$ cat src/logic/lbtd_decoder_end.sv
// no logic here: the whole decoder lives in lbtd_decoder.sv

$ cat src/logic/lbtd_pkg.sv
// shared constants for the lin bus trigger decoder
package lbtd_pkg;
	// ***********************************
	// clock and timing
	// ***********************************
	localparam int unsigned CLK_HZ = 50000000;
	localparam int unsigned OVERSAMPLE = 16;
	localparam logic [14:0] MAX_RATE_BPS = 15'h4e20; // 20 kbit/s
	localparam logic [14:0] J2602_RATE_BPS = 15'h28b1; // 10.417 kbit/s
	localparam int unsigned WAKE_MIN_US = 250;
	localparam int unsigned WAKE_MIN_CYC = (WAKE_MIN_US * (CLK_HZ / 1000000));
	localparam int unsigned BREAK_BITS = 11;
	localparam logic [11:0] BREAK_TICKS = 12'(BREAK_BITS * OVERSAMPLE);
	localparam int unsigned GAP_BITS = 4;
	localparam logic [7:0] GAP_TICKS = 8'(GAP_BITS * OVERSAMPLE);
	localparam logic [3:0] MID_TICK = 4'h7;
	localparam logic [3:0] LAST_TICK = 4'hf;
	// ***********************************
	// frame constants and reset values
	// ***********************************
	localparam logic [7:0] SYNC_BYTE = 8'h55;
	localparam logic [7:0] SUM_OK = 8'hff;
	localparam logic [7:0] SUM_RESET = 8'h00;
	localparam int unsigned PAR0_POS = 6;
	localparam int unsigned PAR1_POS = 7;
	// ***********************************
	// modes
	// ***********************************
	typedef enum logic [1:0] {STD_V1 = 2'h0, STD_V2 = 2'h1, STD_J2602 = 2'h2, STD_AUTO = 2'h3} lbtd_std_e;
	typedef enum logic [2:0] {TRG_SOF = 3'h0, TRG_ID = 3'h1, TRG_IDDATA = 3'h2, TRG_WAKE = 3'h3,
		TRG_ERR = 3'h4} lbtd_trig_e;
	typedef enum logic [1:0] {ID_EQ = 2'h0, ID_NE = 2'h1, ID_IN = 2'h2, ID_OUT = 2'h3} lbtd_idcond_e;
	typedef enum logic [1:0] {DAT_EQ = 2'h0, DAT_NE = 2'h1, DAT_LT = 2'h2, DAT_GT = 2'h3} lbtd_dcond_e;
endpackage : lbtd_pkg
$ cat src/logic/lbtd_decoder.sv
// lin bus receiver, frame decoder and trigger logic
`timescale 1ns/1ps
`default_nettype none

// Functional notes
// RQ1: recessive idle maps high, polarity selectable
// RQ2: bit rate configurable, clamped to maximum
// RQ3: J2602 forces fixed bit rate
// RQ4: standard setting picks checksum variant, auto
// RQ5: start-of-frame trigger at sync stop bit
// RQ6: plain six-bit identifier compared, value/range
// RQ7: lower/upper bounds, inside or outside range
// RQ8: identifier and data both, fire last byte
// RQ9: data equal, not equal, smaller, bigger
// RQ10: skip configured data bytes before checking
// RQ11: wakeup frame detection raises trigger
// RQ12: parity in bits six, seven checked
// RQ13: last byte checksum over data, identifier; for V1 only the classic data-only sum is checked
// RQ14: error trigger on any enabled error
// RQ15: centre sampling, resync on start edge
module lbtd_decoder #(
	parameter int unsigned WAKE_CYC = lbtd_pkg::WAKE_MIN_CYC
) (
	input wire logic sys_clk, // 50 MHz clock
	input wire logic rst_b, // async reset, low
	input wire logic linIn, // sampled bus line
	input wire logic invertPol, // 1: line low means recessive
	input wire logic [1:0] linStd, // standard version
	input wire logic [14:0] bitRate, // bit rate in bit/s
	input wire logic [2:0] trigType, // trigger type
	input wire logic [1:0] idCond, // identifier condition
	input wire logic [5:0] identLowerBound, // identifier value or lower bound
	input wire logic [5:0] identUpperBound, // identifier upper bound
	input wire logic [1:0] dataCond, // data condition
	input wire logic [31:0] dataPattern, // pattern, first byte highest
	input wire logic [2:0] patBytes, // pattern length 1..4 bytes
	input wire logic [3:0] dataPosition, // data bytes skipped
	input wire logic enParityErr, // parity error enable
	input wire logic enSyncErr, // sync error enable
	input wire logic enChecksumErr, // checksum error enable
	output logic trigOut, // trigger pulse
	output logic [7:0] protectedIdent, // last protected identifier
	output logic parityErr, // parity error pulse
	output logic syncErr, // sync error pulse
	output logic checksumErr, // checksum error pulse
	output logic wakeSeen, // wakeup pulse
	output logic [14:0] bitRateUsed // effective bit rate
);
	// ***********************************
	// functions
	// ***********************************
	function automatic logic [7:0] addCarry(input logic [7:0] a, input logic [7:0] b);
		logic [8:0] s;
		s = {1'b0, a} + {1'b0, b};
		return s[7:0] + {7'h00, s[8]};
	endfunction : addCarry

	function automatic logic parityGood(input logic [7:0] p);
		return (p[lbtd_pkg::PAR0_POS] == (p[0] ^ p[1] ^ p[2] ^ p[4])) &&
			(p[lbtd_pkg::PAR1_POS] == ~(p[1] ^ p[3] ^ p[4] ^ p[5]));
	endfunction : parityGood

	function automatic logic [31:0] byteMask(input logic [2:0] n);
		// lengths above four saturate to the full word
		return (n >= 3'h4) ? 32'hffffffff : (n == 3'h3) ? 32'h00ffffff : (n == 3'h2) ? 32'h0000ffff : 32'h000000ff;
	endfunction : byteMask

	// ***********************************
	// reset release and line level
	// ***********************************
	logic rstMeta_b, rstSync_b;
	always_ff @(posedge sys_clk or negedge rst_b) begin
		if (!rst_b) begin
			rstMeta_b <= 1'b0;
			rstSync_b <= 1'b0;
		end else begin
			rstMeta_b <= 1'b1;
			rstSync_b <= rstMeta_b;
		end
	end

	logic lineHigh;
	// RQ1 polarity mapping
	assign lineHigh = linIn ^ invertPol;

	// RQ3 J2602 rate forced
	// RQ2 rate clamped
	logic [14:0] rate;
	assign rate = (linStd == lbtd_pkg::STD_J2602) ? lbtd_pkg::J2602_RATE_BPS :
		((bitRate > lbtd_pkg::MAX_RATE_BPS) ? lbtd_pkg::MAX_RATE_BPS : bitRate);

	// ***********************************
	// receiver
	// ***********************************
	typedef enum logic [1:0] {R_IDLE = 2'h0, R_START = 2'h1, R_DATA = 2'h2, R_STOP = 2'h3} lbtd_rx_e;
	lbtd_rx_e rxState_r, rxState_nxt;
	logic [26:0] acc_r, acc_nxt;
	logic [3:0] tickCnt_r, tickCnt_nxt;
	logic [2:0] bitCnt_r, bitCnt_nxt;
	logic [7:0] shift_r, shift_nxt;
	logic prevHigh_r, prevHigh_nxt;
	logic [11:0] lowTicks_r, lowTicks_nxt;
	logic [16:0] lowCyc_r, lowCyc_nxt;
	logic tick, byteDone, breakSeen, wakeDet;
	logic [26:0] accSum;

	always_comb begin
		accSum = acc_r + 27'(rate * lbtd_pkg::OVERSAMPLE);
		tick = (accSum >= 27'(lbtd_pkg::CLK_HZ));
		acc_nxt = tick ? accSum - 27'(lbtd_pkg::CLK_HZ) : accSum;
		rxState_nxt = rxState_r;
		tickCnt_nxt = tick ? tickCnt_r + 4'h1 : tickCnt_r;
		bitCnt_nxt = bitCnt_r;
		shift_nxt = shift_r;
		byteDone = 1'b0;
		prevHigh_nxt = lineHigh;
		lowTicks_nxt = lineHigh ? 12'h000 : ((tick && lowTicks_r != 12'hfff) ? lowTicks_r + 12'h001 : lowTicks_r);
		lowCyc_nxt = lineHigh ? 17'h00000 : ((lowCyc_r != 17'h1ffff) ? lowCyc_r + 17'h00001 : lowCyc_r);
		breakSeen = lineHigh && !prevHigh_r && (lowTicks_r >= lbtd_pkg::BREAK_TICKS);
		// RQ11 wakeup pulse shorter than break
		wakeDet = lineHigh && !prevHigh_r && (lowCyc_r >= 17'(WAKE_CYC)) && (lowTicks_r < lbtd_pkg::BREAK_TICKS);
		unique case (rxState_r)
			R_IDLE: begin
				// RQ15 resync on falling edge
				if (prevHigh_r && !lineHigh) begin
					rxState_nxt = R_START;
					tickCnt_nxt = 4'h0;
				end
			end
			R_START: begin
				// RQ15 centre of start bit
				if (tick && tickCnt_r == lbtd_pkg::MID_TICK) begin
					rxState_nxt = lineHigh ? R_IDLE : R_DATA;
					tickCnt_nxt = 4'h0;
					bitCnt_nxt = 3'h0;
				end
			end
			R_DATA: begin
				if (tick && tickCnt_r == lbtd_pkg::LAST_TICK) begin
					shift_nxt = {lineHigh, shift_r[7:1]};
					bitCnt_nxt = bitCnt_r + 3'h1;
					if (bitCnt_r == 3'h7) begin
						rxState_nxt = R_STOP;
					end
				end
			end
			R_STOP: begin
				// stop low means break or framing fault, byte dropped
				if (tick && tickCnt_r == lbtd_pkg::LAST_TICK) begin
					byteDone = lineHigh;
					rxState_nxt = R_IDLE;
				end
			end
		endcase
	end

	always_ff @(posedge sys_clk or negedge rstSync_b) begin
		if (!rstSync_b) begin
			rxState_r <= R_IDLE;
			acc_r <= 27'h0000000;
			tickCnt_r <= 4'h0;
			bitCnt_r <= 3'h0;
			shift_r <= 8'h00;
			prevHigh_r <= 1'b1;
			lowTicks_r <= 12'h000;
			lowCyc_r <= 17'h00000;
		end else begin
			rxState_r <= rxState_nxt;
			acc_r <= acc_nxt;
			tickCnt_r <= tickCnt_nxt;
			bitCnt_r <= bitCnt_nxt;
			shift_r <= shift_nxt;
			prevHigh_r <= prevHigh_nxt;
			lowTicks_r <= lowTicks_nxt;
			lowCyc_r <= lowCyc_nxt;
		end
	end

	// ***********************************
	// frame decoder and triggers
	// ***********************************
	typedef enum logic [1:0] {F_IDLE = 2'h0, F_SYNC = 2'h1, F_PID = 2'h2, F_DATA = 2'h3} lbtd_frm_e;
	lbtd_frm_e fState_r, fState_nxt;
	logic [7:0] pid_r, pid_nxt, sum_r, sum_nxt;
	logic idOk_r, idOk_nxt;
	logic [3:0] dataIdx_r, dataIdx_nxt;
	logic [31:0] window_r, window_nxt;
	logic [7:0] gap_r, gap_nxt;
	logic trig_nxt, parErr_nxt, syncErr_nxt, sumErr_nxt;
	logic idHit, dataHit, sumClassicOk, sumEnhOk, sumGood, endFrame;
	logic [31:0] mask, winMasked, patMasked;
	logic [4:0] lastIdx;

	always_comb begin
		fState_nxt = fState_r;
		pid_nxt = pid_r;
		sum_nxt = sum_r;
		idOk_nxt = idOk_r;
		dataIdx_nxt = dataIdx_r;
		window_nxt = window_r;
		trig_nxt = 1'b0;
		parErr_nxt = 1'b0;
		syncErr_nxt = 1'b0;
		sumErr_nxt = 1'b0;
		gap_nxt = (rxState_r != R_IDLE) ? 8'h00 : ((tick && gap_r != 8'hff) ? gap_r + 8'h01 : gap_r);
		// RQ6 plain identifier only
		// RQ7 range inside or outside
		unique case (idCond)
			lbtd_pkg::ID_EQ: idHit = (shift_r[5:0] == identLowerBound);
			lbtd_pkg::ID_NE: idHit = (shift_r[5:0] != identLowerBound);
			lbtd_pkg::ID_IN: idHit = (shift_r[5:0] >= identLowerBound) && (shift_r[5:0] <= identUpperBound);
			lbtd_pkg::ID_OUT: idHit = (shift_r[5:0] < identLowerBound) || (shift_r[5:0] > identUpperBound);
		endcase
		mask = byteMask(patBytes);
		winMasked = {window_r[23:0], shift_r} & mask;
		patMasked = dataPattern & mask;
		// RQ9 data comparison
		unique case (dataCond)
			lbtd_pkg::DAT_EQ: dataHit = (winMasked == patMasked);
			lbtd_pkg::DAT_NE: dataHit = (winMasked != patMasked);
			lbtd_pkg::DAT_LT: dataHit = (winMasked < patMasked);
			lbtd_pkg::DAT_GT: dataHit = (winMasked > patMasked);
		endcase
		// RQ10 skip position bytes first
		lastIdx = {1'b0, dataPosition} + {2'b00, ((patBytes == 3'h0) ? 3'h1 : patBytes)} - 5'h01;
		// RQ13 enhanced checksum covers data and identifier, classic covers data only
		sumClassicOk = (sum_r == lbtd_pkg::SUM_OK);
		sumEnhOk = (addCarry(sum_r, pid_r) == lbtd_pkg::SUM_OK);
		// RQ4 checksum variant by standard
		unique case (linStd)
			lbtd_pkg::STD_V1: sumGood = sumClassicOk;
			lbtd_pkg::STD_V2, lbtd_pkg::STD_J2602: sumGood = sumEnhOk;
			lbtd_pkg::STD_AUTO: sumGood = sumClassicOk || sumEnhOk;
		endcase
		// frame ends after an idle gap; the last byte was the checksum
		endFrame = (fState_r == F_DATA) && (rxState_r == R_IDLE) && (gap_r == lbtd_pkg::GAP_TICKS) && tick;
		if (breakSeen) begin
			fState_nxt = F_SYNC;
		end else if (endFrame) begin
			fState_nxt = F_IDLE;
			if (dataIdx_r >= 4'h2) begin
				sumErr_nxt = !sumGood;
			end
		end else if (byteDone) begin
			unique case (fState_r)
				F_IDLE: fState_nxt = F_IDLE;
				F_SYNC: begin
					if (shift_r == lbtd_pkg::SYNC_BYTE) begin
						fState_nxt = F_PID;
						// RQ5 trigger at sync stop bit
						trig_nxt = (trigType == lbtd_pkg::TRG_SOF);
					end else begin
						fState_nxt = F_IDLE;
						syncErr_nxt = 1'b1;
					end
				end
				F_PID: begin
					fState_nxt = F_DATA;
					pid_nxt = shift_r;
					idOk_nxt = idHit;
					dataIdx_nxt = 4'h0;
					sum_nxt = lbtd_pkg::SUM_RESET;
					window_nxt = 32'h00000000;
					// RQ12 parity bits checked
					parErr_nxt = !parityGood(shift_r);
					trig_nxt = (trigType == lbtd_pkg::TRG_ID) && idHit;
				end
				F_DATA: begin
					sum_nxt = addCarry(sum_r, shift_r);
					window_nxt = {window_r[23:0], shift_r};
					dataIdx_nxt = (dataIdx_r != 4'hf) ? dataIdx_r + 4'h1 : dataIdx_r;
					// RQ8 identifier and data, last byte
					trig_nxt = (trigType == lbtd_pkg::TRG_IDDATA) && idOk_r && dataHit &&
						({1'b0, dataIdx_r} == lastIdx);
				end
			endcase
		end
		if (wakeDet && trigType == lbtd_pkg::TRG_WAKE) begin
			trig_nxt = 1'b1;
		end
		// RQ14 any enabled error
		if (trigType == lbtd_pkg::TRG_ERR) begin
			trig_nxt = (parErr_nxt && enParityErr) || (syncErr_nxt && enSyncErr) || (sumErr_nxt && enChecksumErr);
		end
	end

	always_ff @(posedge sys_clk or negedge rstSync_b) begin
		if (!rstSync_b) begin
			fState_r <= F_IDLE;
			pid_r <= 8'h00;
			sum_r <= lbtd_pkg::SUM_RESET;
			idOk_r <= 1'b0;
			dataIdx_r <= 4'h0;
			window_r <= 32'h00000000;
			gap_r <= 8'h00;
			trigOut <= 1'b0;
			parityErr <= 1'b0;
			syncErr <= 1'b0;
			checksumErr <= 1'b0;
			wakeSeen <= 1'b0;
			bitRateUsed <= 15'h0000;
		end else begin
			fState_r <= fState_nxt;
			pid_r <= pid_nxt;
			sum_r <= sum_nxt;
			idOk_r <= idOk_nxt;
			dataIdx_r <= dataIdx_nxt;
			window_r <= window_nxt;
			gap_r <= gap_nxt;
			trigOut <= trig_nxt;
			parityErr <= parErr_nxt;
			syncErr <= syncErr_nxt;
			checksumErr <= sumErr_nxt;
			wakeSeen <= wakeDet;
			bitRateUsed <= rate;
		end
	end

	assign protectedIdent = pid_r;
endmodule : lbtd_decoder

`default_nettype wire

$ cat config.mk
export PLATFORM = sky130hd
export DESIGN_NAME = lbtd_decoder
export DESIGN_NICKNAME = d
export VERILOG_FILES = /design/src/logic/lbtd_decoder_end.sv /design/src/logic/lbtd_pkg.sv /design/src/logic/lbtd_decoder.sv
export SDC_FILE = /design/constraint.sdc
export NUM_CORES = 1
export LEC_CHECK = 0
export ABC_AREA = 1
export ABC_CLOCK_PERIOD_IN_PS = 4000
export BUFFER_PORTS_ARGS = -buffer_cell sky130_fd_sc_hd__buf_2
export CORE_MARGIN = 2
export CORE_UTILIZATION = 24
export CTS_CLUSTER_SIZE = 12
export DETAILED_ROUTE_END_ITERATION = 7
export PLACE_DENSITY_LB_ADDON = 0.1
export RECOVER_POWER = 100
export SKIP_LAST_GASP = 1
export SLEW_MARGIN = 20
export SYNTH_ARGS = -nofsm -noshare
export SYNTH_HDL_FRONTEND = slang
export SYNTH_SLANG_ARGS = --single-unit
$ cat constraint.sdc
create_clock -name sys_clk -period 4 [get_ports sys_clk]
set_input_delay 0.2 -clock sys_clk [delete_from_list [all_inputs] [get_ports sys_clk]]
set_output_delay 0.2 -clock sys_clk [all_outputs]
set_load 0.005 [all_outputs]
[After elaboration in Yosys (flattened, before gate mapping)]
Cells that the tools add are included.
Cells by class
  bitwise gates (word level): 12
  magnitude comparators: 13
  equal/unequal tests: 45
  reductions and logical operators: 53
  muxes and demuxes: 60
  add/subtract/negate cells: 14
Operators by type and width (count)
  bitwise AND 32 bit: 2
  one-hot mux 24 bit (2 select lines): 1
  two-way mux 17 bit: 2
  equality test 32 bit: 1
  > comparator 32 bit: 1
  less-than comparator 32 bit: 1
  two-way mux 32 bit: 1
  inequality test 32 bit: 1
  two-way mux 15 bit: 2
  adder 27 x 19 -> 27 bit: 1
  >= comparator 27 x 26 -> 1 bit (second input constant): 1
  two-way mux 27 bit: 1
  subtractor 27 x 26 -> 27 bit (second input constant): 1
  two-way mux 12 bit: 2
  two-way mux 24 bit: 1
  logical AND 1 bit: 22
  equality test 2 bit (second input constant): 10
  two-way mux 1 bit: 20
  two-way mux 2 bit: 10
  adder 8 x 8 -> 9 bit: 2
  adder 17 x 1 -> 17 bit (second input constant): 1
  >= comparator 17 x 14 -> 1 bit (second input constant): 1
  inequality test 17 bit (second input constant): 1
  adder 8 x 1 -> 8 bit: 2
  57 further kinds: 109
Word-level totals
  input port bits: 82
  flip-flop bits (word level): 151
  logic and storage cells: 220

[Longest topological paths before layout]
Gate-level depths: netlist of run 1.
  depth after elaboration: 15
  mapped depth: 32

[Worst setup path after synthesis of run 1]
No wires, ideal clock.
  path type: in2reg
  from: in bitRate[2]
  to: reg sum_r[5]
  setup slack: -41 ps
  buffers on the path: 2
  cell stages on the path: 27
  required time: 3873 ps
  setup time: 127 ps
  data arrival time: 3914 ps
  cells stage by stage: nor3_1 > nand3_1 > a2111oi_0 > nor4_1 > o21ai_1 > inv_1 > nor3_1 > ha_1 > nand3_1 > nand3_1 > xor2_1 > inv_1 > ha_1 > inv_1 > nor2_1 > nand2_1 > nand4_1 > nand2_1 > nand3_2 > nand2_4 > nand3_4 > nor2_8 > nand2_2 > buf_6 > buf_6 > nand2_1 > o31ai_1
On the way
  cells in the longest elaborated chain, start to end: 9
RTL lines
  start: declaration: RTL line lbtd_decoder.sv:29  | input wire logic [14:0] bitRate,
  > comparator 15 bit (*): RTL line lbtd_decoder.sv:90  | ((bitRate > lbtd_pkg::MAX_RATE_BPS) ? lbtd_pkg::MAX_RATE_BPS : bitRate);
  two-way mux 15 bit (*): RTL line lbtd_decoder.sv:90
  two-way mux 15 bit (*): RTL line lbtd_decoder.sv:89  | assign rate = (linStd == lbtd_pkg::STD_J2602) ? lbtd_pkg::J2602_RATE_BPS :
  via rate[1]: RTL line lbtd_decoder.sv:88  | logic [14:0] rate;
  adder 27 x 19 -> 27 bit (*): RTL line lbtd_decoder.sv:108  | accSum = acc_r + 27'(rate * lbtd_pkg::OVERSAMPLE);
  >= comparator 27 x 26 -> 1 bit (*): RTL line lbtd_decoder.sv:109  | tick = (accSum >= 27'(lbtd_pkg::CLK_HZ));
  logical AND 1 bit: RTL line lbtd_decoder.sv:149  | if (tick && tickCnt_r == lbtd_pkg::LAST_TICK) begin
  two-way mux 1 bit: RTL line lbtd_decoder.sv:149
  two-way mux 1 bit: RTL line lbtd_decoder.sv:122  | unique case (rxState_r)
  AND reduction 4 bit (no source line) (*)
  end signal: assignment: RTL line lbtd_decoder.sv:291  | sum_r <= lbtd_pkg::SUM_RESET;
  end signal: assignment: RTL line lbtd_decoder.sv:305  | sum_r <= sum_nxt;
  end: declaration: RTL line lbtd_decoder.sv:184  | logic [7:0] pid_r, pid_nxt, sum_r, sum_nxt;
Mark *: on every way through the listed nets, which the timed path passes. The rest lies on a longest branch.
A chain may end at the register's enable or synchronous reset.

[Worst setup path in the final report of run 1]
  from: in bitRate[4]
  to: reg sum_r[5]
The elaborated chain is that of the path after synthesis.

==> impl_metrics.json, run 1 <==
{
  "run_status": "finished with violations",
  "failing_checks": "design-rule violations, max-capacitance violations, max-slew violations",
  "total_power_w": 0.00710,
  "critPathMaxFanout": 9,
  "netlist.top_cell.by_area": "sky130_fd_sc_hd__dfrtp_1",
  "slew_headroom_pct": -95.3,
  "clk-insertion-delay-late_ns": 0.45,
  "pre_cts_ws_ns": -0.535,
  "timing.reg2reg.setup_slack_ns": 0.39,
  "floorplan.die_area_mm2": 0.0466,
  "syn_area_mm2": 0.0108,
  "required_ns": 4.33,
  "setup_ws_ns": 0.244,
  "ratio_of_final_minimum_period_to_clock_period_pct": 93.9,
  "remaining_drc_errors": 3,
  "reg2regPathDepth": 28,
  "ys_dominant_reg_cell": "sky130_fd_sc_hd__dfrtp_1",
  "antenna_found_initial": 2,
  "post-route-min-period_ns": 3.76,
  "cts.root.buffer_cell": "sky130_fd_sc_hd__clkbuf_16",
  "antenna_cells_inserted": 0,
  "cell_internal_power_dissipation_w": 0.00420,
  "r2r_start": "protectedIdent[0]",
  "clk_transition_reported_paths_ns": 0.06,
  "vias": 10300,
  "place.detailed.hpwl_um": 26200,
  "clock_power_share_pct": 21.3,
  "cts-htree-levels": 4,
  "synth_area_per_cell_um2": 7.19,
  "cell_count_of_the_worst_hold_path": 2,
  "netlist_instances": 1497,
  "fmaxAchievable_ghz": 0.266,
  "power_switching_share_pct": 40.8,
  "power_frac_comb_pct": 52.2,
  "drt-pass1-iter-count": 8,
  "final_max_slew_viol_count": 66,
  "critical_path.endpoint_type": "flop",
  "synth.area.top_cells": "sky130_fd_sc_hd__dfrtp_1 (34%), sky130_fd_sc_hd__nand2_1 (13%), sky130_fd_sc_hd__ha_1 (12%)",
  "placed_cells_incl_taps": 2321,
  "finish.net_count": 1955,
  "portBuffers": 109,
  "clkSinkCount": 147,
  "async_reset_ff_share_pct": 100,
  "worst_setup_path_startpoint": "bitRate[4]",
  "max_cap_violations": 1,
  "io-pin-count": 110,
  "post_route_cells_drive_above_1_share_pct": 23.7,
  "critical-path-top-cell-by-count": "sky130_fd_sc_hd__nand2_4",
  "wl_per_cell_um": 14.0,
  "pwr_density_cell_mw_per_mm2": 495,
  "crit_path_start_kind": "input pin",
  "fin_worst_skew_ns": 0.0117,
  "report.final.setup_viol": 0,
  "final_antenna_net_count": 0,
  "rows": 77,
  "post_drt_via_cell_ratio": 4.33,
  "most_frequent_standard_cell_in_the_layout_excluding_fill_and_tap_cells": "sky130_fd_sc_hd__nand2_1",
  "synth_enable_flop_cells": 0,
  "cp_data_arrival_time_ns": 4.08,
  "ir_drop_uv": 331,
  "yosysSeqAreaShare_pct": 34.2,
  "timing.final.hold_violations": 0,
  "grt_start_max_net_pins": 67,
  "hold_ws_ns": 0.0285,
  "grt_first_pass_wirelength_um": 52900,
  "yosys_warnings": 0,
  "yosys.area.top_type_share_pct": 33.9,
  "first_iter_violations": 424,
  "worst-setup-path-type": "input pin to flop",
  "ys_seq_elements": 147,
  "slowest_stage": "sky130_fd_sc_hd__a2111oi_4",
  "static-leakage-power_nw": 7.19,
  "rr_endpoint": "trigOut",
  "power.share.sequential_pct": 26.5,
  "total_clock_buffers_created_by_cts": 17,
  "tightestPinTransition_ns": 2.93,
  "synthToLayoutAreaGrowth_pct": 33.3,
  "routabilityCongestion": 0.820,
  "synthDistinctLibCells": 55,
  "drt_wl_total_um": 33200,
  "final_cell_mix": "sky130_fd_sc_hd__nand2_1 (342), sky130_fd_sc_hd__inv_1 (241), sky130_fd_sc_hd__dfrtp_1 (146)",
  "power.switching_w": 0.00290,
  "die_height_um": 216,
  "grt_pass1_vias": 10100,
  "critical_path_s_largest_stage_delay_ns": 0.36,
  "setup.worst_path.end": "sum_r[5]",
  "post_route_insts_no_fill": 2368,
  "clock_tree_from_tritoncts": "yes",
  "clk_path_buf_depth": 2,
  "floorplan.initialDensity_pct": 24.4,
  "hold_path_startpoint": "bitRate[14]",
  "global_route.usage.total_pct": 14.4,
  "grt.overflow.total": 0,
  "timing.hold.worst.class": "input pin to flop",
  "core_mm2": 0.0442,
  "fp.dieW_um": 216,
  "postSynthNetCount": 1689,
  "finish.utilization_pct": 32.5
}
==> power groups by stage <==
stage	logic [W]	clock network (W)	registers [W]
floorplan	0.00178	0	0.00183
global placement	0.00329	0	0.00187
detailed placement	0.00326	0	0.00187
CTS	0.00328	0.00158	0.00185
global route	0.00414	0.00164	0.00190
finish	0.00371	0.00151	0.00188
==> how the worst min path moves through the flow <==
stage	end	slack, ns
2_1_floorplan	rstMeta_b	-0.1
5_1_grt	bitRateUsed[11]	0.03
6_report	bitRateUsed[12]	0.03
4_1_cts	bitRateUsed[12]	0.01
3_5_place_dp	rstMeta_b	-0.01
3_3_place_gp	rstMeta_b	-0.01
==> final cells by class <==
cell class	instances	area (um^2)
fillers	4839	29900
repair buffers	264	1820
clock inverters	11	81.3
well taps	592	741
flip-flops and latches	147	3680
multi-input cells	1081	6630
inverters	252	946
clock buffers	21	460
==> layer usage <==
metal | wire length (um) | vias to the layer above | share of wire, % | global-route usage [%]
met3 | 903 | 28 | 2.7 | 2.82
met2 | 14800 | 109 | 45 | 22.5
met1 | 17100 | 4752 | 52 | 20.3
li1 | - | 5359 | - | -
met5 | 23 | - | 0.069 | 0
met4 | 367 | 4 | 1.1 | 3.20
==> critical path: cells and delay by family <==
kind	cells	cell delay, ns
AOI/OAI and AO/OA	5	0.85
buffers and inverters	6	0.84
adders and majority gates	1	0.25
and+or+nand+nor	18	1.92
==> cell families after synthesis <==
kind of cell    synth area share [%]
compound gates                  10.4
other cells                   0.0348
buf+inv                         9.69
flops                           34.2
fa+ha+maj                       13.1
simple gates                    29.1
xor+xnor                        3.50
==> synth_stat cells, drive strengths merged (3+ instances only) <==
master,count
a211oi,3
a21o,3
a21oi,69
a31oi,4
and2,3
buf,9
clkbuf,8
clkinv,4
dfrtp,146
fa,4
ha,106
inv,248
nand2,395
nand3,94
nand3b,4
nand4,28
nor2,145
nor3,38
nor4,12
o211ai,5
o21a,6
o21ai,88
o21bai,4
o31ai,4
or2,5
xnor2,8
xor2,35
==> metrics by stage <==
step / setup TNS [ns] / cell area, um^2
after global routing: -1.66 / 14400
after detailed placement: -44.83 / 13100
after global placement: -44.87 / 13100
after floorplan: 0 / 10800
after CTS: 0 / 13600
final: 0 / 14400
==> state kept, by name, summed over array words and instances (netlist names), 4 cells and up, named ones only <==
name            flops
acc_r              23
lowTicks_r         12
protectedIdent      8
sum_r               8
gap_r               8
window_r           24
lowCyc_r           17
tickCnt_r           4
shift_r             8
bitRateUsed        15
dataIdx_r           4
==> timing repair <==
| action | 4_1_cts | 5_1_grt |
|---|---|---|
| hold buffers | 1 | 0 |
| gates cloned | 0 | 4 |
| endpoints found under the setup margin | 38 | 108 |
| setup buffers | 0 | 10 |
| pin swaps | 0 | 42 |
| hold endpoints to repair | 2 | 0 |
| resized for setup | 1 | 137 |
Note: power is estimated with default switching activity, not from simulation.
==> run 2, diff against run 1 <==
--- a/config.mk
+++ b/config.mk
@@ -8,6 +8,7 @@
 export ABC_AREA = 1
 export ABC_CLOCK_PERIOD_IN_PS = 4000
 export BUFFER_PORTS_ARGS = -buffer_cell sky130_fd_sc_hd__buf_2
+export CORE_ASPECT_RATIO = 1.25
 export CORE_MARGIN = 2
 export CORE_UTILIZATION = 24
 export CTS_CLUSTER_SIZE = 12
==> run 2 against run 1 <==
- the flow finishes with violations (max-capacitance violations, max-slew violations)
- core utilization unchanged
- first-iteration DRC count down 13%
- clock skew down 0.0015 ns
- hold slack better by 0.0046 ns
- critical path depth unchanged
- flip-flop and latch count unchanged
- register-to-register slack worse by 0.10 ns
- fmax about the same
- global-route usage about the same
- die area about the same
- routed wire length down 0.62%
==> impl_metrics.json, run 2 (same netlist as run 1, synthesis figures left out) <==
{
  "run_status": "finished with violations",
  "failing_checks": "max-capacitance violations, max-slew violations",
  "layout_top_registers": "window_r: 24 flops, acc_r: 23 flops, lowCyc_r: 17 flops",
  "grt_pass1_vias": 10400,
  "antenna_cells_inserted": 0,
  "remaining_drc_errors": 0,
  "first_iter_violations": 367,
  "portBuffers": 109,
  "antenna_found_initial": 1,
  "clkSinkCount": 147,
  "hold_ws_ns": 0.0331,
  "report.final.setup_viol": 0,
  "setup_tns_ns": 0,
  "largest-register": "window_r",
  "critical_path_s_largest_stage_delay_ns": 0.37,
  "hold_path_startpoint": "bitRate[12]",
  "fillCellCount": 4776,
  "final_design_area_no_fill_mm2": 0.0144,
  "total_power_w": 0.00737,
  "fmaxAchievable_ghz": 0.266,
  "post_route_insts_no_fill": 2350,
  "timing.reg2reg.setup_slack_ns": 0.29,
  "cp_data_arrival_time_ns": 4.14,
  "drt-pass1-iter-count": 6,
  "slew_headroom_pct": -8.55,
  "critPathMaxFanout": 6,
  "placed_cells_incl_taps": 2303,
  "timing.hold.worst.class": "input pin to flop",
  "clock_tree_from_tritoncts": "yes",
  "rr_endpoint": "trigOut",
  "timing.final.hold_violations": 0,
  "tightestPinTransition_ns": 1.63,
  "clk_transition_reported_paths_ns": 0.07,
  "grt_first_pass_wirelength_um": 53000,
  "drt_wl_total_um": 33000,
  "clk-insertion-delay-late_ns": 0.45,
  "static-leakage-power_nw": 7.17,
  "fp.dieW_um": 193,
  "rows": 86,
  "whs_endpoint": "bitRateUsed[12]",
  "largest_register_ff_count": 24,
  "final_antenna_net_count": 0,
  "final_max_slew_viol_count": 148,
  "clock_power_share_pct": 23.9,
  "max_cap_violations": 2,
  "place.detailed.hpwl_um": 26400,
  "ratio_of_final_minimum_period_to_clock_period_pct": 93.9,
  "die_height_um": 241,
  "cell_count_of_the_worst_hold_path": 3,
  "r2r_start": "protectedIdent[0]",
  "crit_path_start_kind": "input pin",
  "total_clock_buffers_created_by_cts": 17,
  "placed_cell_area_mm2": 0.0131,
  "cts.root.buffer_cell": "sky130_fd_sc_hd__clkbuf_16",
  "floorplan.initialDensity_pct": 24.4,
  "core_mm2": 0.0442,
  "worst-setup-path-type": "input pin to flop",
  "critical-path-top-cell-by-count": "sky130_fd_sc_hd__nor2_1",
  "post_route_cells_drive_above_1_share_pct": 23.4,
  "grt.overflow.total": 0,
  "synthToLayoutAreaGrowth_pct": 33.3,
  "fin_worst_skew_ns": 0.0103,
  "clk_path_buf_depth": 2,
  "cell_internal_power_dissipation_w": 0.00444,
  "critical_path.endpoint_type": "flop",
  "io-pin-count": 110,
  "grt_start_max_net_pins": 111,
  "reg2regPathDepth": 28,
  "slowest_stage": "sky130_fd_sc_hd__a2111oi_4",
  "power_switching_share_pct": 39.7,
  "wl_per_cell_um": 14.1,
  "global_route.usage.total_pct": 14.4,
  "post-route-min-period_ns": 3.76,
  "power_frac_comb_pct": 50.7,
  "routabilityCongestion": 0.808,
  "vias": 10200,
  "final_cell_mix": "sky130_fd_sc_hd__nand2_1 (343), sky130_fd_sc_hd__inv_1 (243), sky130_fd_sc_hd__buf_4 (148)",
  "post_drt_via_cell_ratio": 4.35,
  "power.switching_w": 0.00292,
  "ir_drop_uv": 367,
  "pwr_density_cell_mw_per_mm2": 513,
  "required_ns": 4.38,
  "most_frequent_standard_cell_in_the_layout_excluding_fill_and_tap_cells": "sky130_fd_sc_hd__nand2_1",
  "cts-htree-levels": 4,
  "floorplan.die_area_mm2": 0.0466,
  "finish.net_count": 1957,
  "power.share.sequential_pct": 25.3
}
-- run 2: cell count changes in the layout (fill, tap and decap cells not counted), sizes merged --
cell and change:
clkbuf +11, nand2 +1, bufinv +4, clkinvlp -3, buf -11, inv +2, clkinv -2
-- run 2: cell type report --
type	count	area, um^2	area share, %
Sequential cell	147	3680	25.6
Multi-Input combinational cell	1082	6670	46.4
Tap cell	572	716	4.99
Inverter	252	946	6.59
Clock inverter	12	179	1.25
Timing Repair Buffer	265	1720	12.0
Clock buffer	20	447	3.11
-- run 2: layer usage --
metal / routed length (um) / share of wire, % / vias to the layer above / global-route usage [%]
li1: - / - / 5367 / -
met1: 15300 / 46 / 4724 / 17.8
met2: 16200 / 49 / 96 / 25.2
met3: 815 / 2.5 / 39 / 2.43
met4: 725 / 2.2 / 2 / 5.11
met5: 11 / 0.033 / - / 0
-- run 2: timing repair --
item / CTS / global route
gates cloned: 0 / 1
setup endpoints to repair: 81 / 105
gates resized for setup: 3 / 145
pin swaps: 0 / 44
hold endpoints to repair: 2 / 0
setup buffers: 0 / 13
hold buffers: 1 / 0
-- run 2: through the flow --
stage	util [%]	setup slack [ns]
finish	32.5	0.243
global route	32.5	-0.0246
CTS	31.0	0.0268
detailed placement	29.5	-0.702
global placement	29.5	-0.530
floorplan	-	0.0209
-- run 2: worst max path at each step --
stage                   end  slack (ns)  cells after the start        from
3_3_place_gp      acc_r[14]       -0.53                     26  bitRate[2]
6_report            trigOut        0.24                     30  bitRate[2]
5_1_grt             trigOut       -0.02                     29  bitRate[2]
2_1_floorplan      sum_r[5]        0.02                     28  bitRate[2]
4_1_cts        tickCnt_r[1]        0.03                     27  bitRate[2]
3_5_place_dp        trigOut       -0.70                     31  bitRate[2]
-- run 2: power by group through the flow --
stage	clock network, W	registers (W)	logic, W
after floorplan	0	0.00183	0.00178
after global placement	0	0.00187	0.00335
after detailed placement	0	0.00187	0.00333
after CTS	0.00183	0.00184	0.00335
after global routing	0.00189	0.00189	0.00419
final	0.00176	0.00186	0.00374
-- run 2: critical path: cells and delay by family --
| kind | cells | cell delay [ns] |
|---|---|---|
| AO/OA/AOI/OAI | 3 | 0.81 |
| adder cells (fa/ha/maj) | 1 | 0.28 |
| buffers and inverters | 4 | 0.59 |
| AND/OR/NAND/NOR | 22 | 2.25 |
==> run 3, diff against run 2 <==
--- a/config.mk
+++ b/config.mk
@@ -5,7 +5,6 @@
 export SDC_FILE = /design/constraint.sdc
 export NUM_CORES = 1
 export LEC_CHECK = 0
-export ABC_AREA = 1
 export ABC_CLOCK_PERIOD_IN_PS = 4000
 export BUFFER_PORTS_ARGS = -buffer_cell sky130_fd_sc_hd__buf_2
 export CORE_ASPECT_RATIO = 1.25
==> run 3 against run 2 <==
- the flow finishes with violations (max-capacitance violations, max-slew violations, negative setup slack)
- area after synthesis decreased by 6.1%
- via count fell by 15%
- sequential power down 6%
- setup slack got worse by 0.30 ns
- critical path depth decreased by 9
- combinational power down 24%
- first-iteration DRC count shrank 31%
- die area is 5.9% lower
- routed wire length down 6.9%
- fmax is 7.4% lower
- highest routed layer unchanged
==> impl_metrics.json, run 3 <==
{
  "post_route_insts_no_fill": 1905,
  "clkSinkCount": 147,
  "timing.hold.worst.class": "input pin to flop",
  "syn_area_mm2": 0.0101,
  "async_reset_ff_share_pct": 100,
  "run_status": "finished with violations",
  "layout_top_registers": "window_r: 24 flops, acc_r: 23 flops, lowCyc_r: 17 flops",
  "critical_path.endpoint_type": "flop",
  "setup_ws_ns": -0.0564,
  "ir_drop_uv": 312,
  "postSynthNetCount": 1259,
  "io-pin-count": 110,
  "critPathMaxFanout": 19,
  "pwr_density_cell_mw_per_mm2": 448,
  "critical_path_s_largest_stage_delay_ns": 0.52,
  "largest-register": "window_r",
  "crit_path_start_kind": "input pin",
  "cell_breakdown_of_the_critical_path": "buf_6, or4_4, o21ai_2, a21oi_2, o21ai_2, nor2b_4, buf_6, and2_4, ha_4, o21a_1, a221oi_2, o31a_1, xor2_2, nor3_4, nand4_1, a211oi_4, buf_12, buf_6, o21ai_4, buf_12, a22o_1",
  "critical-path-top-cell-by-count": "sky130_fd_sc_hd__buf_6",
  "cts-htree-levels": 4,
  "timing.final.hold_violations": 0,
  "floorplan.initialDensity_pct": 24.2,
  "core_mm2": 0.0418,
  "grt_first_pass_wirelength_um": 47800,
  "cp_data_arrival_time_ns": 4.40,
  "largest_register_ff_count": 24,
  "tightestPinTransition_ns": 2.07,
  "portBuffers": 109,
  "final_antenna_net_count": 0,
  "fin_worst_skew_ns": 0.0105,
  "ratio_of_final_minimum_period_to_clock_period_pct": 101,
  "post-route-min-period_ns": 4.06,
  "synthToLayoutAreaGrowth_pct": 39.8,
  "wl_per_cell_um": 16.1,
  "synth_area_per_cell_um2": 9.48,
  "die_height_um": 234,
  "place.detailed.hpwl_um": 22900,
  "fmaxAchievable_ghz": 0.247,
  "required_ns": 4.34,
  "final_cell_mix": "sky130_fd_sc_hd__dfrtp_1 (146), sky130_fd_sc_hd__buf_4 (137), sky130_fd_sc_hd__ha_1 (97)",
  "grt_start_max_net_pins": 76,
  "first_iter_violations": 254,
  "placed_cells_incl_taps": 1838,
  "yosysSeqAreaShare_pct": 36.4,
  "total_clock_buffers_created_by_cts": 17,
  "rsz0062_at_grt": "yes",
  "post_route_cells_drive_above_1_share_pct": 32.5,
  "drt-pass1-iter-count": 4,
  "cts.root.buffer_cell": "sky130_fd_sc_hd__clkbuf_16",
  "pre_cts_ws_ns": -0.860,
  "rows": 84,
  "floorplan.die_area_mm2": 0.0438,
  "global_route.usage.total_pct": 14.0,
  "slew_headroom_pct": -37.9,
  "routabilityCongestion": 0.755,
  "synth.area.top_cells": "sky130_fd_sc_hd__dfrtp_1 (36%), sky130_fd_sc_hd__ha_1 (13%), sky130_fd_sc_hd__xnor2_1 (4.7%)",
  "netlist.top_cell.by_area": "sky130_fd_sc_hd__dfrtp_1",
  "finish.utilization_pct": 33.8,
  "clk_transition_reported_paths_ns": 0.06,
  "remaining_drc_errors": 0,
  "clock_tree_from_tritoncts": "yes",
  "worst-setup-path-type": "input pin to flop",
  "final_max_slew_viol_count": 47,
  "ys_dominant_reg_cell": "sky130_fd_sc_hd__dfrtp_1",
  "synth_enable_flop_cells": 0,
  "most_frequently_used_cell_type_in_the_post_synthesis_netlist": "sky130_fd_sc_hd__dfrtp_1",
  "most_frequent_standard_cell_in_the_layout_excluding_fill_and_tap_cells": "sky130_fd_sc_hd__dfrtp_1",
  "path_buf_inv": 5,
  "clk_path_buf_depth": 2,
  "ys_top_cells_by_count": "sky130_fd_sc_hd__dfrtp_1 (146), sky130_fd_sc_hd__ha_1 (106), sky130_fd_sc_hd__nand2_1 (95)",
  "failing_checks": "max-capacitance violations, max-slew violations, negative setup slack",
  "grt_pass1_vias": 8693,
  "clk-insertion-delay-late_ns": 0.46,
  "yosys_warnings": 0,
  "report.final.setup_viol": 26,
  "finish.net_count": 1523,
  "yosys.area.top_type_share_pct": 36.1,
  "drt_wl_total_um": 30700,
  "vias": 8691,
  "slowest_stage": "sky130_fd_sc_hd__or4_4",
  "antenna_found_initial": 4,
  "grt.overflow.total": 0,
  "netlist_instances": 1067,
  "critical_path.top_delay_family": "compound AO/OA/AOI/OAI gates",
  "fp.dieW_um": 188,
  "static-leakage-power_nw": 6.61,
  "post_drt_via_cell_ratio": 4.56,
  "max_cap_violations": 1,
  "synthDistinctLibCells": 82,
  "ys_seq_elements": 147
}
run 3: final timing paths:
path,startpoint,endpoint,slack (ns),cells after the start
min in group asynchronous,rst_b,rstMeta_b,0.06,2
max,bitRate[3],window_r[16],-0.06,21
max in group asynchronous,rstSync_b,window_r[22],0.95,1
min reg2reg,rstMeta_b,rstSync_b,0.35,0
min,bitRate[12],bitRateUsed[12],0.04,2
max reg2reg,protectedIdent[0],trigOut,0.01,20
run 3: repair_timing:
action / 4_1_cts / 5_1_grt
endpoints found under the setup margin: 81 / 106
buffers inserted: 11 / 16
hold buffers: 1 / 0
gates cloned: 0 / 6
resized for setup: 47 / 94
hold endpoints to repair: 2 / 0
pin swaps: 24 / 64
run 3: logic make-up (layout without fill, tap and decap cells):
logic type | Yosys count | after routing | synth area share [%]
simple gates | 359 | 359 | 18.2
fa+ha+maj | 110 | 110 | 13.9
buf+inv | 94 | 371 | 3.82
other cells | 1 | 3 | 0.0371
mux | 25 | 25 | 2.63
xor+xnor | 95 | 95 | 8.52
compound gates | 236 | 236 | 16.5
flops | 147 | 147 | 36.4
run 3: metal layers:
metal	vias up	share of wire, %	GRT usage [%]
li1	4354	-	-
met1	4183	45	17.1
met2	124	50	24.7
met3	26	3.8	2.96
met4	4	1.6	4.43
met5	-	0.068	0
run 3: power by group:
part | internal [W] | total [W] | switching, W
sequential | 0.00162 | 0.00174 | 0.000116
combinational | 0.00146 | 0.00283 | 0.00137
clock | 0.00105 | 0.00177 | 0.000721
total | 0.00413 | 0.00634 | 0.00221
run 3: metrics by stage:
stage | instance area [um^2] | total power, W | hold WS (ns) | TNS, ns
floorplan | 10300 | 0.00311 | -0.0956 | -9.68
global placement | 12500 | 0.00416 | -0.0121 | -52.03
detailed placement | 12500 | 0.00413 | -0.00853 | -56.06
CTS | 13500 | 0.00615 | 0.00886 | -2.01
global route | 14100 | 0.00677 | 0.0236 | -13.12
finish | 14100 | 0.00634 | 0.0410 | -0.960
run 3: final cells by class:
type | instances | area (um^2)
multi-input combinational | 826 | 6900
timing repair buffer | 279 | 2010
fill | 4411 | 27700
inverter | 60 | 225
clock buffer | 17 | 425
antenna | 2 | 5.00
clock inverter | 15 | 204
sequential | 147 | 3680
tap | 559 | 699
